--- src/shared/sps_consts.svh ---
`ifndef SPS_CONSTS_SVH
`define SPS_CONSTS_SVH

// Register byte offsets on the APB
`define SPS_REG_CTRL 12'h000
`define SPS_REG_GP_A 12'h004
`define SPS_REG_GP_B 12'h008
`define SPS_REG_STATUS 12'h00C

// Control register fields
`define SPS_CTRL_EXT_IF_BIT 0
`define SPS_CTRL_HOST_MUX_BIT 1
`define SPS_CTRL_TIMER_SEL_LSB 2

// General-purpose register fields (one byte lane each)
`define SPS_GP_OUT_LSB 0
`define SPS_GP_DIR_LSB 8
`define SPS_GP_IN_LSB 16

// Status register fields
`define SPS_STAT_BRANCH_LSB 0
`define SPS_STAT_SEL_LSB 4

// Reset values
`define SPS_EXT_IF_RESET 1'h1
`define SPS_HOST_MUX_RESET 1'h0
`define SPS_TIMER_SEL_RESET 2'h0

// Index of the general-purpose pin that shares a memory-control pin
`define SPS_GP_MUXED_PIN 3
// Index of the general-purpose pin that feeds the branch condition
`define SPS_GP_BRANCH_PIN 2

`endif

--- src/shared/sps_pkg.sv ---
package sps_pkg;

  // Address space of the external access in progress
  typedef enum logic [1:0] {
    SPS_SPACE_NONE,
    SPS_SPACE_PROG,
    SPS_SPACE_DATA,
    SPS_SPACE_IO
  } sps_space_e;

  // Access request from the CPU side
  typedef struct packed {
    logic valid;
    sps_space_e space;
  } sps_access_s;

  // Decoded register selection
  typedef enum logic [2:0] {
    SPS_SEL_CTRL,
    SPS_SEL_GP_A,
    SPS_SEL_GP_B,
    SPS_SEL_STATUS,
    SPS_SEL_NONE
  } sps_reg_e;

endpackage

--- src/rtl/sps_pin_mux.sv ---
// Added by the designer: the address map and the APB slave port.
`timescale 1ns/1ps
`include "sps_consts.svh"

// Behaviour
// [RULE1] Program select is asserted throughout every external program-space access.
// [RULE2] Data select is asserted throughout every external data-space access.
// [RULE3] I/O select is asserted throughout every external I/O-space access.
// [RULE4] Output-disable low floats the program, data and I/O select pins.
// [RULE5] Host-port mode turns the program select pin into the first host strobe input.
// [RULE6] Host-port mode turns the data select pin into the second host strobe input.
// [RULE7] Host-port mode turns the I/O select pin into subsystem B pin three.
// [RULE8] In external-interface mode, I/O strobe and I/O select act only for I/O accesses.
// [RULE9] Host mode with mux setting 0: pin three follows its general-purpose register.
// [RULE10] Timer select set drives timer onto pin three; clear keeps general-purpose use.
// [RULE11] Pin two offers the same direction and data control as pins zero and one.
// [RULE12] Pin two as input feeds the branch-condition flag, else reads as plain input.
// [RULE13] Each general-purpose pin direction comes from its own direction field.
// [RULE14] At most one space select is asserted, matching the current access space.
module sps_pin_mux #(
  parameter int GP_PINS = 4
) (
  input wire logic pclk,
  input wire logic presetn,
  input wire logic psel,
  input wire logic penable,
  input wire logic pwrite,
  input wire logic [11:0] paddr,
  input wire logic [31:0] pwdata,
  output logic [31:0] prdata,
  output logic pready,
  output logic pslverr,
  input wire sps_pkg::sps_access_s cpu_access,
  input wire logic off_n,
  input wire logic [1:0] timer_level,
  output logic program_space_select_n_out,
  output logic program_space_select_n_oe_n,
  input wire logic program_space_select_n_in,
  output logic data_space_select_n_out,
  output logic data_space_select_n_oe_n,
  input wire logic data_space_select_n_in,
  output logic io_space_select_n_out,
  output logic io_space_select_n_oe_n,
  input wire logic io_space_select_n_in,
  output logic io_strobe_n_out,
  output logic io_strobe_n_oe_n,
  input wire logic io_strobe_n_in,
  output logic host_data_strobe_first,
  output logic host_data_strobe_second,
  output logic [1:0][GP_PINS-2:0] gp_pin_out,
  output logic [1:0][GP_PINS-2:0] gp_pin_oe_n,
  input wire logic [1:0][GP_PINS-2:0] gp_pin_in,
  output logic [1:0] branch_condition_input
);

  // Register lanes are one byte wide and pin three must exist
  if (GP_PINS < 4 || GP_PINS > 8)
  begin : g_bad_pins
    $error("GP_PINS must lie between 4 and 8");
  end

  // Decoding shared by the read and write paths
  function automatic sps_pkg::sps_reg_e sps_decode(input logic [11:0] addr);
    unique case (addr)
      `SPS_REG_CTRL: sps_decode = sps_pkg::SPS_SEL_CTRL;
      `SPS_REG_GP_A: sps_decode = sps_pkg::SPS_SEL_GP_A;
      `SPS_REG_GP_B: sps_decode = sps_pkg::SPS_SEL_GP_B;
      `SPS_REG_STATUS: sps_decode = sps_pkg::SPS_SEL_STATUS;
      default: sps_decode = sps_pkg::SPS_SEL_NONE;
    endcase
  endfunction

  logic ext_if_sel;
  logic host_port_mux_mode;
  logic [1:0] timer_output_select;
  logic [1:0][GP_PINS-1:0] gp_data;
  logic [1:0][GP_PINS-1:0] pin_direction_field;
  logic [1:0][GP_PINS-1:0] pin_level;
  logic [31:0] next_prdata;
  sps_pkg::sps_reg_e reg_sel;
  logic apb_access;
  logic apb_write;
  logic space_prog;
  logic space_data;
  logic space_io;
  logic [1:0] next_gp3_out;
  logic [1:0] next_gp3_oe_n;

  assign reg_sel = sps_decode(paddr);
  // One wait state: the access phase first sees pready low, then high
  assign apb_access = psel && penable && !pready;
  // Writes land only on the edge where the master samples pready high
  assign apb_write = psel && penable && pready && pwrite;

  // APB handshake and registered read data
  always_ff @(posedge pclk or negedge presetn)
  begin
    if (!presetn)
    begin
      pready <= 1'b0;
      pslverr <= 1'b0;
      prdata <= 32'h0000_0000;
    end
    else
    begin
      pready <= apb_access;
      pslverr <= apb_access && reg_sel == sps_pkg::SPS_SEL_NONE;
      prdata <= (apb_access && !pwrite) ? next_prdata : 32'h0000_0000;
    end
  end

  // Read mux; unused bits read as zero
  always_comb
  begin
    next_prdata = 32'h0000_0000;
    unique case (reg_sel)
      sps_pkg::SPS_SEL_CTRL:
      begin
        next_prdata[`SPS_CTRL_EXT_IF_BIT] = ext_if_sel;
        next_prdata[`SPS_CTRL_HOST_MUX_BIT] = host_port_mux_mode;
        next_prdata[`SPS_CTRL_TIMER_SEL_LSB +: 2] = timer_output_select;
      end
      sps_pkg::SPS_SEL_GP_A, sps_pkg::SPS_SEL_GP_B:
      begin
        next_prdata[`SPS_GP_OUT_LSB +: GP_PINS] = gp_data[reg_sel == sps_pkg::SPS_SEL_GP_B];
        next_prdata[`SPS_GP_DIR_LSB +: GP_PINS] =
          pin_direction_field[reg_sel == sps_pkg::SPS_SEL_GP_B];
        next_prdata[`SPS_GP_IN_LSB +: GP_PINS] = pin_level[reg_sel == sps_pkg::SPS_SEL_GP_B];
      end
      sps_pkg::SPS_SEL_STATUS:
      begin
        next_prdata[`SPS_STAT_BRANCH_LSB +: 2] = branch_condition_input;
        next_prdata[`SPS_STAT_SEL_LSB +: 3] =
          ~{io_space_select_n_out, data_space_select_n_out, program_space_select_n_out};
      end
      sps_pkg::SPS_SEL_NONE: next_prdata = 32'h0000_0000;
    endcase
  end

  // Mode control register
  always_ff @(posedge pclk or negedge presetn)
  begin
    if (!presetn)
    begin
      ext_if_sel <= `SPS_EXT_IF_RESET;
      host_port_mux_mode <= `SPS_HOST_MUX_RESET;
      timer_output_select <= `SPS_TIMER_SEL_RESET;
    end
    else if (apb_write && reg_sel == sps_pkg::SPS_SEL_CTRL)
    begin
      ext_if_sel <= pwdata[`SPS_CTRL_EXT_IF_BIT];
      host_port_mux_mode <= pwdata[`SPS_CTRL_HOST_MUX_BIT];
      timer_output_select <= pwdata[`SPS_CTRL_TIMER_SEL_LSB +: 2];
    end
  end

  // Per-subsystem data and direction; all pins share one layout
  always_ff @(posedge pclk or negedge presetn)
  begin
    if (!presetn)
    begin
      gp_data <= '0;
      pin_direction_field <= '0; // Inputs at reset so nothing fights the board
    end
    else if (apb_write && reg_sel == sps_pkg::SPS_SEL_GP_A)
    begin
      gp_data[0] <= pwdata[`SPS_GP_OUT_LSB +: GP_PINS];
      pin_direction_field[0] <= pwdata[`SPS_GP_DIR_LSB +: GP_PINS]; // [RULE13]
    end
    else if (apb_write && reg_sel == sps_pkg::SPS_SEL_GP_B)
    begin
      gp_data[1] <= pwdata[`SPS_GP_OUT_LSB +: GP_PINS];
      pin_direction_field[1] <= pwdata[`SPS_GP_DIR_LSB +: GP_PINS]; // [RULE13]
    end
  end

  // Pin three of A sits on the I/O strobe pin, of B on the I/O select pin
  assign pin_level[0][`SPS_GP_MUXED_PIN] = io_strobe_n_in;
  assign pin_level[1][`SPS_GP_MUXED_PIN] = io_space_select_n_in; // [RULE7]

  // Plain pins: every pin other than three is served identically
  for (genvar s = 0; s < 2; s++)
  begin : g_sub
    for (genvar p = 0; p < GP_PINS; p++)
    begin : g_pin
      if (p != `SPS_GP_MUXED_PIN)
      begin : g_plain
        localparam int D = (p < `SPS_GP_MUXED_PIN) ? p : p - 1;
        assign pin_level[s][p] = gp_pin_in[s][D];
        always_ff @(posedge pclk or negedge presetn)
        begin
          if (!presetn)
          begin
            gp_pin_out[s][D] <= 1'b0;
            gp_pin_oe_n[s][D] <= 1'b1;
          end
          else
          begin
            gp_pin_out[s][D] <= gp_data[s][p]; // [RULE11]
            gp_pin_oe_n[s][D] <= !pin_direction_field[s][p]; // [RULE13]
          end
        end
      end
    end

    // Pin three in host mode: timer, register-driven, or released
    always_comb
    begin
      next_gp3_out[s] = gp_data[s][`SPS_GP_MUXED_PIN];
      next_gp3_oe_n[s] = !pin_direction_field[s][`SPS_GP_MUXED_PIN]; // [RULE9]
      if (host_port_mux_mode)
      begin
        next_gp3_oe_n[s] = 1'b1;
      end
      else if (timer_output_select[s])
      begin
        next_gp3_out[s] = timer_level[s]; // [RULE10]
        next_gp3_oe_n[s] = 1'b0;
      end
    end

    // Branch flag only sees pin two while it is an input
    always_ff @(posedge pclk or negedge presetn)
    begin
      if (!presetn)
        branch_condition_input[s] <= 1'b0;
      else
        branch_condition_input[s] <= !pin_direction_field[s][`SPS_GP_BRANCH_PIN] &&
          pin_level[s][`SPS_GP_BRANCH_PIN]; // [RULE12]
    end
  end

  // Space of the access; the enum makes these mutually exclusive
  assign space_prog = cpu_access.valid && cpu_access.space == sps_pkg::SPS_SPACE_PROG;
  assign space_data = cpu_access.valid && cpu_access.space == sps_pkg::SPS_SPACE_DATA;
  assign space_io = cpu_access.valid && cpu_access.space == sps_pkg::SPS_SPACE_IO;

  // Memory-control pins; one cycle behind the request since outputs are flopped
  always_ff @(posedge pclk or negedge presetn)
  begin
    if (!presetn)
    begin
      program_space_select_n_out <= 1'b1;
      data_space_select_n_out <= 1'b1;
      io_space_select_n_out <= 1'b1;
      io_strobe_n_out <= 1'b1;
      program_space_select_n_oe_n <= 1'b1;
      data_space_select_n_oe_n <= 1'b1;
      io_space_select_n_oe_n <= 1'b1;
      io_strobe_n_oe_n <= 1'b1;
    end
    else if (ext_if_sel)
    begin
      program_space_select_n_out <= !space_prog; // [RULE1] [RULE14]
      data_space_select_n_out <= !space_data; // [RULE2] [RULE14]
      io_space_select_n_out <= !space_io; // [RULE3] [RULE8] [RULE14]
      io_strobe_n_out <= !space_io; // [RULE8]
      program_space_select_n_oe_n <= !off_n; // [RULE4]
      data_space_select_n_oe_n <= !off_n; // [RULE4]
      io_space_select_n_oe_n <= !off_n; // [RULE4]
      io_strobe_n_oe_n <= 1'b0;
    end
    else
    begin
      program_space_select_n_out <= 1'b1;
      data_space_select_n_out <= 1'b1;
      io_space_select_n_out <= next_gp3_out[1]; // [RULE7]
      io_strobe_n_out <= next_gp3_out[0];
      program_space_select_n_oe_n <= 1'b1; // [RULE5]
      data_space_select_n_oe_n <= 1'b1; // [RULE6]
      io_space_select_n_oe_n <= next_gp3_oe_n[1] || !off_n; // [RULE4] [RULE7]
      io_strobe_n_oe_n <= next_gp3_oe_n[0];
    end
  end

  // Host strobes are passed in only while the pins are released to the host
  always_ff @(posedge pclk or negedge presetn)
  begin
    if (!presetn)
    begin
      host_data_strobe_first <= 1'b1;
      host_data_strobe_second <= 1'b1;
    end
    else
    begin
      host_data_strobe_first <= ext_if_sel || program_space_select_n_in; // [RULE5]
      host_data_strobe_second <= ext_if_sel || data_space_select_n_in; // [RULE6]
    end
  end
endmodule // sps_pin_mux

--- config.mk ---
export PLATFORM = sky130hd
export DESIGN_NAME = sps_pin_mux
export DESIGN_NICKNAME = d
export VERILOG_FILES = /design/src/shared/sps_pkg.sv /design/src/rtl/sps_pin_mux.sv
export VERILOG_INCLUDE_DIRS = /design/src /design/src/shared
export SDC_FILE = /design/constraint.sdc
export NUM_CORES = 1
export LEC_CHECK = 0
export ABC_CLOCK_PERIOD_IN_PS = 4800
export BUFFER_PORTS_ARGS = -buffer_cell sky130_fd_sc_hd__buf_2
export CAP_MARGIN = 10
export CORE_UTILIZATION = 45
export CTS_CLUSTER_SIZE = 30
export DETAILED_ROUTE_END_ITERATION = 6
export PLACE_DENSITY_LB_ADDON = 0.12
export SLEW_MARGIN = 20
export SYNTH_ARGS = -nofsm -noshare
export SYNTH_HDL_FRONTEND = slang
export SYNTH_SLANG_ARGS = --single-unit
--- constraint.sdc ---
create_clock -name pclk -period 4.8 [get_ports pclk]
set_input_delay 0.24 -clock pclk [delete_from_list [all_inputs] [get_ports pclk]]
set_output_delay 0.24 -clock pclk [all_outputs]
set_load 0.05 [all_outputs]
# After elaboration in Yosys (flattened, before gate mapping)
# Cells that the tools add are included.
[op_classes]
n_lt_le_gt_ge = 1
n_eq_ne = 10
muxes = 28
bitwise = 2
n_reduce_logical = 35
[op_table]
columns = ["operator", "count"]
rows = [
  ["4-bit 2-to-1 mux", 8],
  ["12-bit by 4-bit == test with 1-bit output, second input constant", 2],
  ["20-bit 2-to-1 mux", 1],
  ["1-bit 2-to-1 mux", 15],
  ["1-bit logical AND", 14],
  ["1-bit logical NOT", 14],
  ["12-bit by 3-bit == test with 1-bit output, second input constant", 1],
  ["12-bit logical NOT", 1],
  ["3-bit one-hot mux with 4 select lines", 1],
  ["2-bit one-hot mux with 4 select lines", 1],
  ["3-bit by 2-bit == test with 1-bit output, second input constant", 2],
  ["2-bit == test, second input constant", 2],
  ["2-bit one-hot mux with 2 select lines", 1],
  ["3-bit by 1-bit == test with 1-bit output, second input constant", 1],
  ["3-bit == test, second input constant", 1],
  ["3-bit logical NOT", 1],
  ["1-bit logical OR", 3],
  ["3-bit 2-to-1 mux", 1],
  ["3-bit inverter", 1],
  ["2-bit by 1-bit == test with 1-bit output, second input constant", 1],
  ["1-bit by 2-bit less-than comparator with 1-bit output, second input constant", 1],
  ["2-bit AND reduction", 1],
  ["2-bit OR reduction", 1],
  ["1-bit inverter", 1],
]
[word_totals]
ff_bits = 65
inputBits = 65
out_inout_bits = 58
word_cells = 109

# Longest topological paths before layout
[logic_depth]
ltp_word = 7
ltp_mapped = 5
ltp_nobuf = 3

# Worst setup path before layout
# OpenSTA, ideal clock, no wires.
[synth_timing]
path_kind = "reg2reg"
startpoint = "reg pready"
endpoint = "reg gp_data[0] (netlist name)"
setup_time_ps = 125
arrival_time_ps = 1862
t_required_ps = 4675
path_slack_ps = 2814
path_stages_with_launch = 4
path_buffers = 0
period_less_slack_ps = 1986
path_cell_list = "dfrtp_1 > nand4_1 > nor4_4 > mux2_2"
[synth_between]
elab_chain_cells = 3
[synth_rtl]
columns = ["element", "line", "rtl"]
rows = [
  ["from (decl)", "sps_pin_mux.sv:31", "output logic pready,"],
  ["from (signal assigned)", "sps_pin_mux.sv:106", "pready <= apb_access;"],
  ["1-bit logical AND (2 in a row)", "sps_pin_mux.sv:93", "assign apb_write = psel && penable && pready && pwrite;"],
  ["1-bit logical AND", "sps_pin_mux.sv:165", "else if (apb_write && reg_sel == sps_pkg::SPS_SEL_GP_A)"],
  ["to (decl)", "sps_pin_mux.sv:76", "logic [1:0][GP_PINS-1:0] gp_data;"],
]
# Every way passes these cells.
# A chain may end at the register's enable or synchronous reset.

# Worst setup path after layout
[layout_timing]
startpoint = "reg pready"
endpoint = "reg gp_data[5] (netlist name)"
[layout_between]
elab_chain_cells = 5
elab_cells_between_ends = 6
cone_classes = "1 x bitwise; 5 x reduce/logical"
[layout_rtl]
columns = ["element", "line"]
rows = [
  ["1-bit logical AND * (2 in a row)", "sps_pin_mux.sv:93"],
  ["1-bit logical AND", "sps_pin_mux.sv:165"],
  ["1-bit inverter (no line)", "n/a"],
  ["2-bit AND reduction (no line) *", "n/a"],
]
# Every way passes the cells marked *; elsewhere a longest branch is shown, timed or not.

==> reports/qor_table.md <==
| Metric | Reported |
| --- | --- |
| Wire length of the first global-routing pass | 7969 um |
| Power density of the placed cells | 357.2 nW/um^2 |
| Max layer used | met4 |
| Drt first-iter violations | 49 |
| CTS sink cnt | 60 |
| Net switching fraction of the power | 22.57% |
| Arrival time at the worst endpoint | 2140 ps |
| Total via count in the routed design | 1671 |
| Worst R2R Setup Slack | 2870 ps |
| H-tree lvl count | 3 |
| Post-synthesis cell count | 186 |
| Critical setup path kind | flop to flop |
| GRT overflow | 0 |
| Post-route met1 wirelength | 2099 um |
| Via count of the first global-routing pass | 1599 |
| Antenna diode count | 0 |
| Core Area | 5473 sq um |
| Clock insertion delay at the later pin of the skew report | 330 ps |
| Share of post-route cells with drive strength above 1 | 53.26% |
| Slew headroom | 38.54% |
| Status | complete, no violations |
| First element of the critical path | pready |
| Count of cells along the worst register-to-register path | 3 |
| Setup Buffers After CTS | 0 |
| Clock transition at the registers of the reported paths | 70 ps |
| Maximum clock insertion buffer count | 2 |
| Amount of wire on met2 after detailed routing | 2314 um |
| # hold bufs at CTS | 0 |
| Input/output buffers | 81 |
| Critical path capture point type | flop |
| RSZ-0062 raised after global routing | no |
| Count of nets left with antenna violations after detail routing | 0 |
| Met3 wire length | 244 um |
| Reg-to-reg startpoint | pready |
| Crit-path max FO | 8 |
| Synthesized area | 2542 sq um |
| Number of failing setup endpoints in the final timing report | 0 |
| Critical path required time | 5010 ps |
| Leakage dissipation | 1.594 nW |
| Distinct cell type count after synthesis | 30 |
| Max Cap Violations | 0 |
| Flop and latch count out of synthesis | 60 |
| Proportion of power drawn by the clock network | 46.7% |
| Die footprint | 5954 sq um |
| Worst Setup Start Kind | flop |
| Number of warnings issued by yosys | 0 |
| Hold Fails Final Rpt | 0 |
| Fin crit period | 1927 ps |
| Post-route setup TNS | 0 ps |
| GRT Total Usage | 18.06% |
| I/O pin count | 123 |
| Net Switching | 0.2557 mW |
| Vertical extent of the die | 77.17 um |
| Total of cells resized after clock tree synthesis | 0 |
| Cell internal pwr | 0.8771 mW |
| Area overhead of the layout relative to synthesis | 24.75% |
| Area taken by flip-flops and latches | 1521 sq um |
| IR drop worst, VDD | 0.0001944 V |
| Drt wl/cell | 13.72 um |
| Overall power of the completed layout | 1.133 mW |
| Number of vias per cell after detailed routing | 4.802 |
| Actual transition at the worst max-transition pin | 920.0 ps |
| Post-synthesis sequential area ratio | 59.84% |
| Maximum number of pins on one net before global-route repair | 61 |
| R2r endpoint | gp_data[5] |
| Total area of multi-input combinational cells | 889.6 sq um |
| Final Max Slew Viols | 0 |
| Ratio of final minimum period to clock period | 40.14% |
| Clock buffers created by TritonCTS | 9 |
| Die span in x | 77.17 um |
| Post-detail-place hpwl | 3290 um |
| Remaining routing DRC violations | 0 |
| Number of antenna violations at the first check in global routing | 0 |
| Mean instance size in the synthesized netlist | 13.67 sq um |
| Number of nets at the end of the flow | 336 |
| Hold/Removal Path Class | input port to asynchronous set/reset pin |
| Combinational share of power | 8.2% |
| Worst setup path endpoint | gp_data[5] |
| Detailed-routing iteration count for the pre-antenna-repair pass | 6 |
| Clock tree from TritonCTS | yes |
| Clock tree root driver cell | clkbuf_8 |
| Site Rows | 27 |
| Detailed Route WL | 4774 um |
| Initial standard-cell utilization of the core | 46.46% |
| Clock skew | 8.461 ps |
| Sequential fraction of design power | 45.1% |
| F_max | 0.5190 GHz |
| Number of filler cells placed in the layout | 494 |
| Gpl congestion | 0.7536 |
-- layer usage --
metal / vias to the layer above / global-route usage (%)
met4: 0 / 11.32
met1: 810 / 23.96
li1: 797 / -
met5: - / 0
met2: 53 / 26.37
met3: 11 / 4.524
-- layout by cell type, fill, tap and decap left out, types with 3 or more instances in the layout --
master      n
nor4_4      3
nor4_1     10
nor2b_1     8
nand2_1     3
dfrtp_1    44
buf_2      81
bufinv_16   3
nand4_1     3
mux2i_1    10
nor2_1      8
or2_2       4
mux2_2     22
conb_1     17
dfstp_2    16
nor4bb_1    4
clkbuf_8    9
inv_1       7
-- worst min-delay path by stage --
stage                     startpoint                        end  slack [ps]  cells past startpoint
after floorplan              presetn  branch_condition_input[0]         -60                      0
after global placement    gp_data[5]              gp_pin_out[4]         380                      0
after detailed placement  gp_data[5]              gp_pin_out[4]         380                      0
after CTS                      off_n   data_space_select_n_oe_n          30                      2
after global routing           off_n   data_space_select_n_oe_n          70                      2
final                        presetn                 gp_data[2]          60                      2
-- metrics by stage --
stage	cells	hold slack (ps)	utilization (%)	instance area (sq um)	setup slack (ps)
after floorplan	202	-55.59	-	2603	2814
after global placement	332	382.0	53.73	2940	2493
after detailed placement	332	382.2	53.73	2940	2501
after CTS	348	33.31	57.96	3172	2842
after global routing	348	69.46	57.96	3172	2744
final	348	55.35	57.96	3172	2873
-- cell type report --
| class | instances | share of cell area, % |
|---|---|---|
| multi-input combinational | 111 | 28.05 |
| clock buffer | 11 | 4.142 |
| timing repair buffer | 82 | 13.02 |
| sequential | 60 | 47.97 |
| inverter | 7 | 0.8284 |
| tap | 72 | 2.840 |
| clock inverter | 5 | 3.156 |
-- cell families after synthesis --
group           share of synthesized area [%]
mux                                     15.45
other cells                            0.1475
simple gates                            15.26
compound gates                          1.427
flops                                   59.84
xor+xnor                               0.3446
buf+inv                                 7.530
-- sequential cells by signal (all words and copies together), names as in the netlist, 2 cells and up --
name and count:
gp_pin_out 6, gp_data 8, prdata 15, gp_pin_oe_n 6, branch_condition_input 2, pin_direction_field 8
timer_output_select 2
-- power by group through the flow --
stage	registers [mW]	logic (mW)	clock network, mW
after detailed placement	0.520	0.0941	0
after global routing	0.511	0.101	0.566
after floorplan	0.530	0.0589	0
after CTS	0.511	0.0942	0.542
after global placement	0.520	0.0937	0
final	0.511	0.0931	0.529
-- critical path, stage by stage (launching register included) --
cell	delay, ps
dfrtp_1	390
nand4_1	300
nor4_4	720
mux2_2	410
-- synth_stat cells (all sizes together) --
| library cell | number | share of area (%) |
|---|---|---|
| dfrtp | 44 | 43 |
| mux2 | 22 | 9.7 |
| buf | 19 | 5.8 |
| dfstp | 16 | 17 |
| nor4 | 13 | 5.0 |
| mux2i | 10 | 3.9 |
| nor2 | 8 | 1.2 |
| nor2b | 8 | 2.0 |
| inv | 7 | 1.0 |
| clkbuf | 5 | 0.74 |
| nor4bb | 4 | 1.6 |
| or2 | 4 | 0.98 |
| nand2 | 3 | 0.44 |
| nand4 | 3 | 0.74 |
| or4 | 3 | 1.2 |
| a21oi | 2 | 0.39 |
| mux4 | 2 | 1.8 |
| nand4b | 2 | 0.69 |
| o21a | 2 | 0.59 |
| or4b | 2 | 0.79 |
| a31oi | 1 | 0.25 |
| conb | 1 | 0.15 |
| nand3 | 1 | 0.20 |
| nand3b | 1 | 0.30 |
| o21ai | 1 | 0.20 |
| or3 | 1 | 0.25 |
| xnor2 | 1 | 0.34 |
Power figures use the tool's default switching activity.
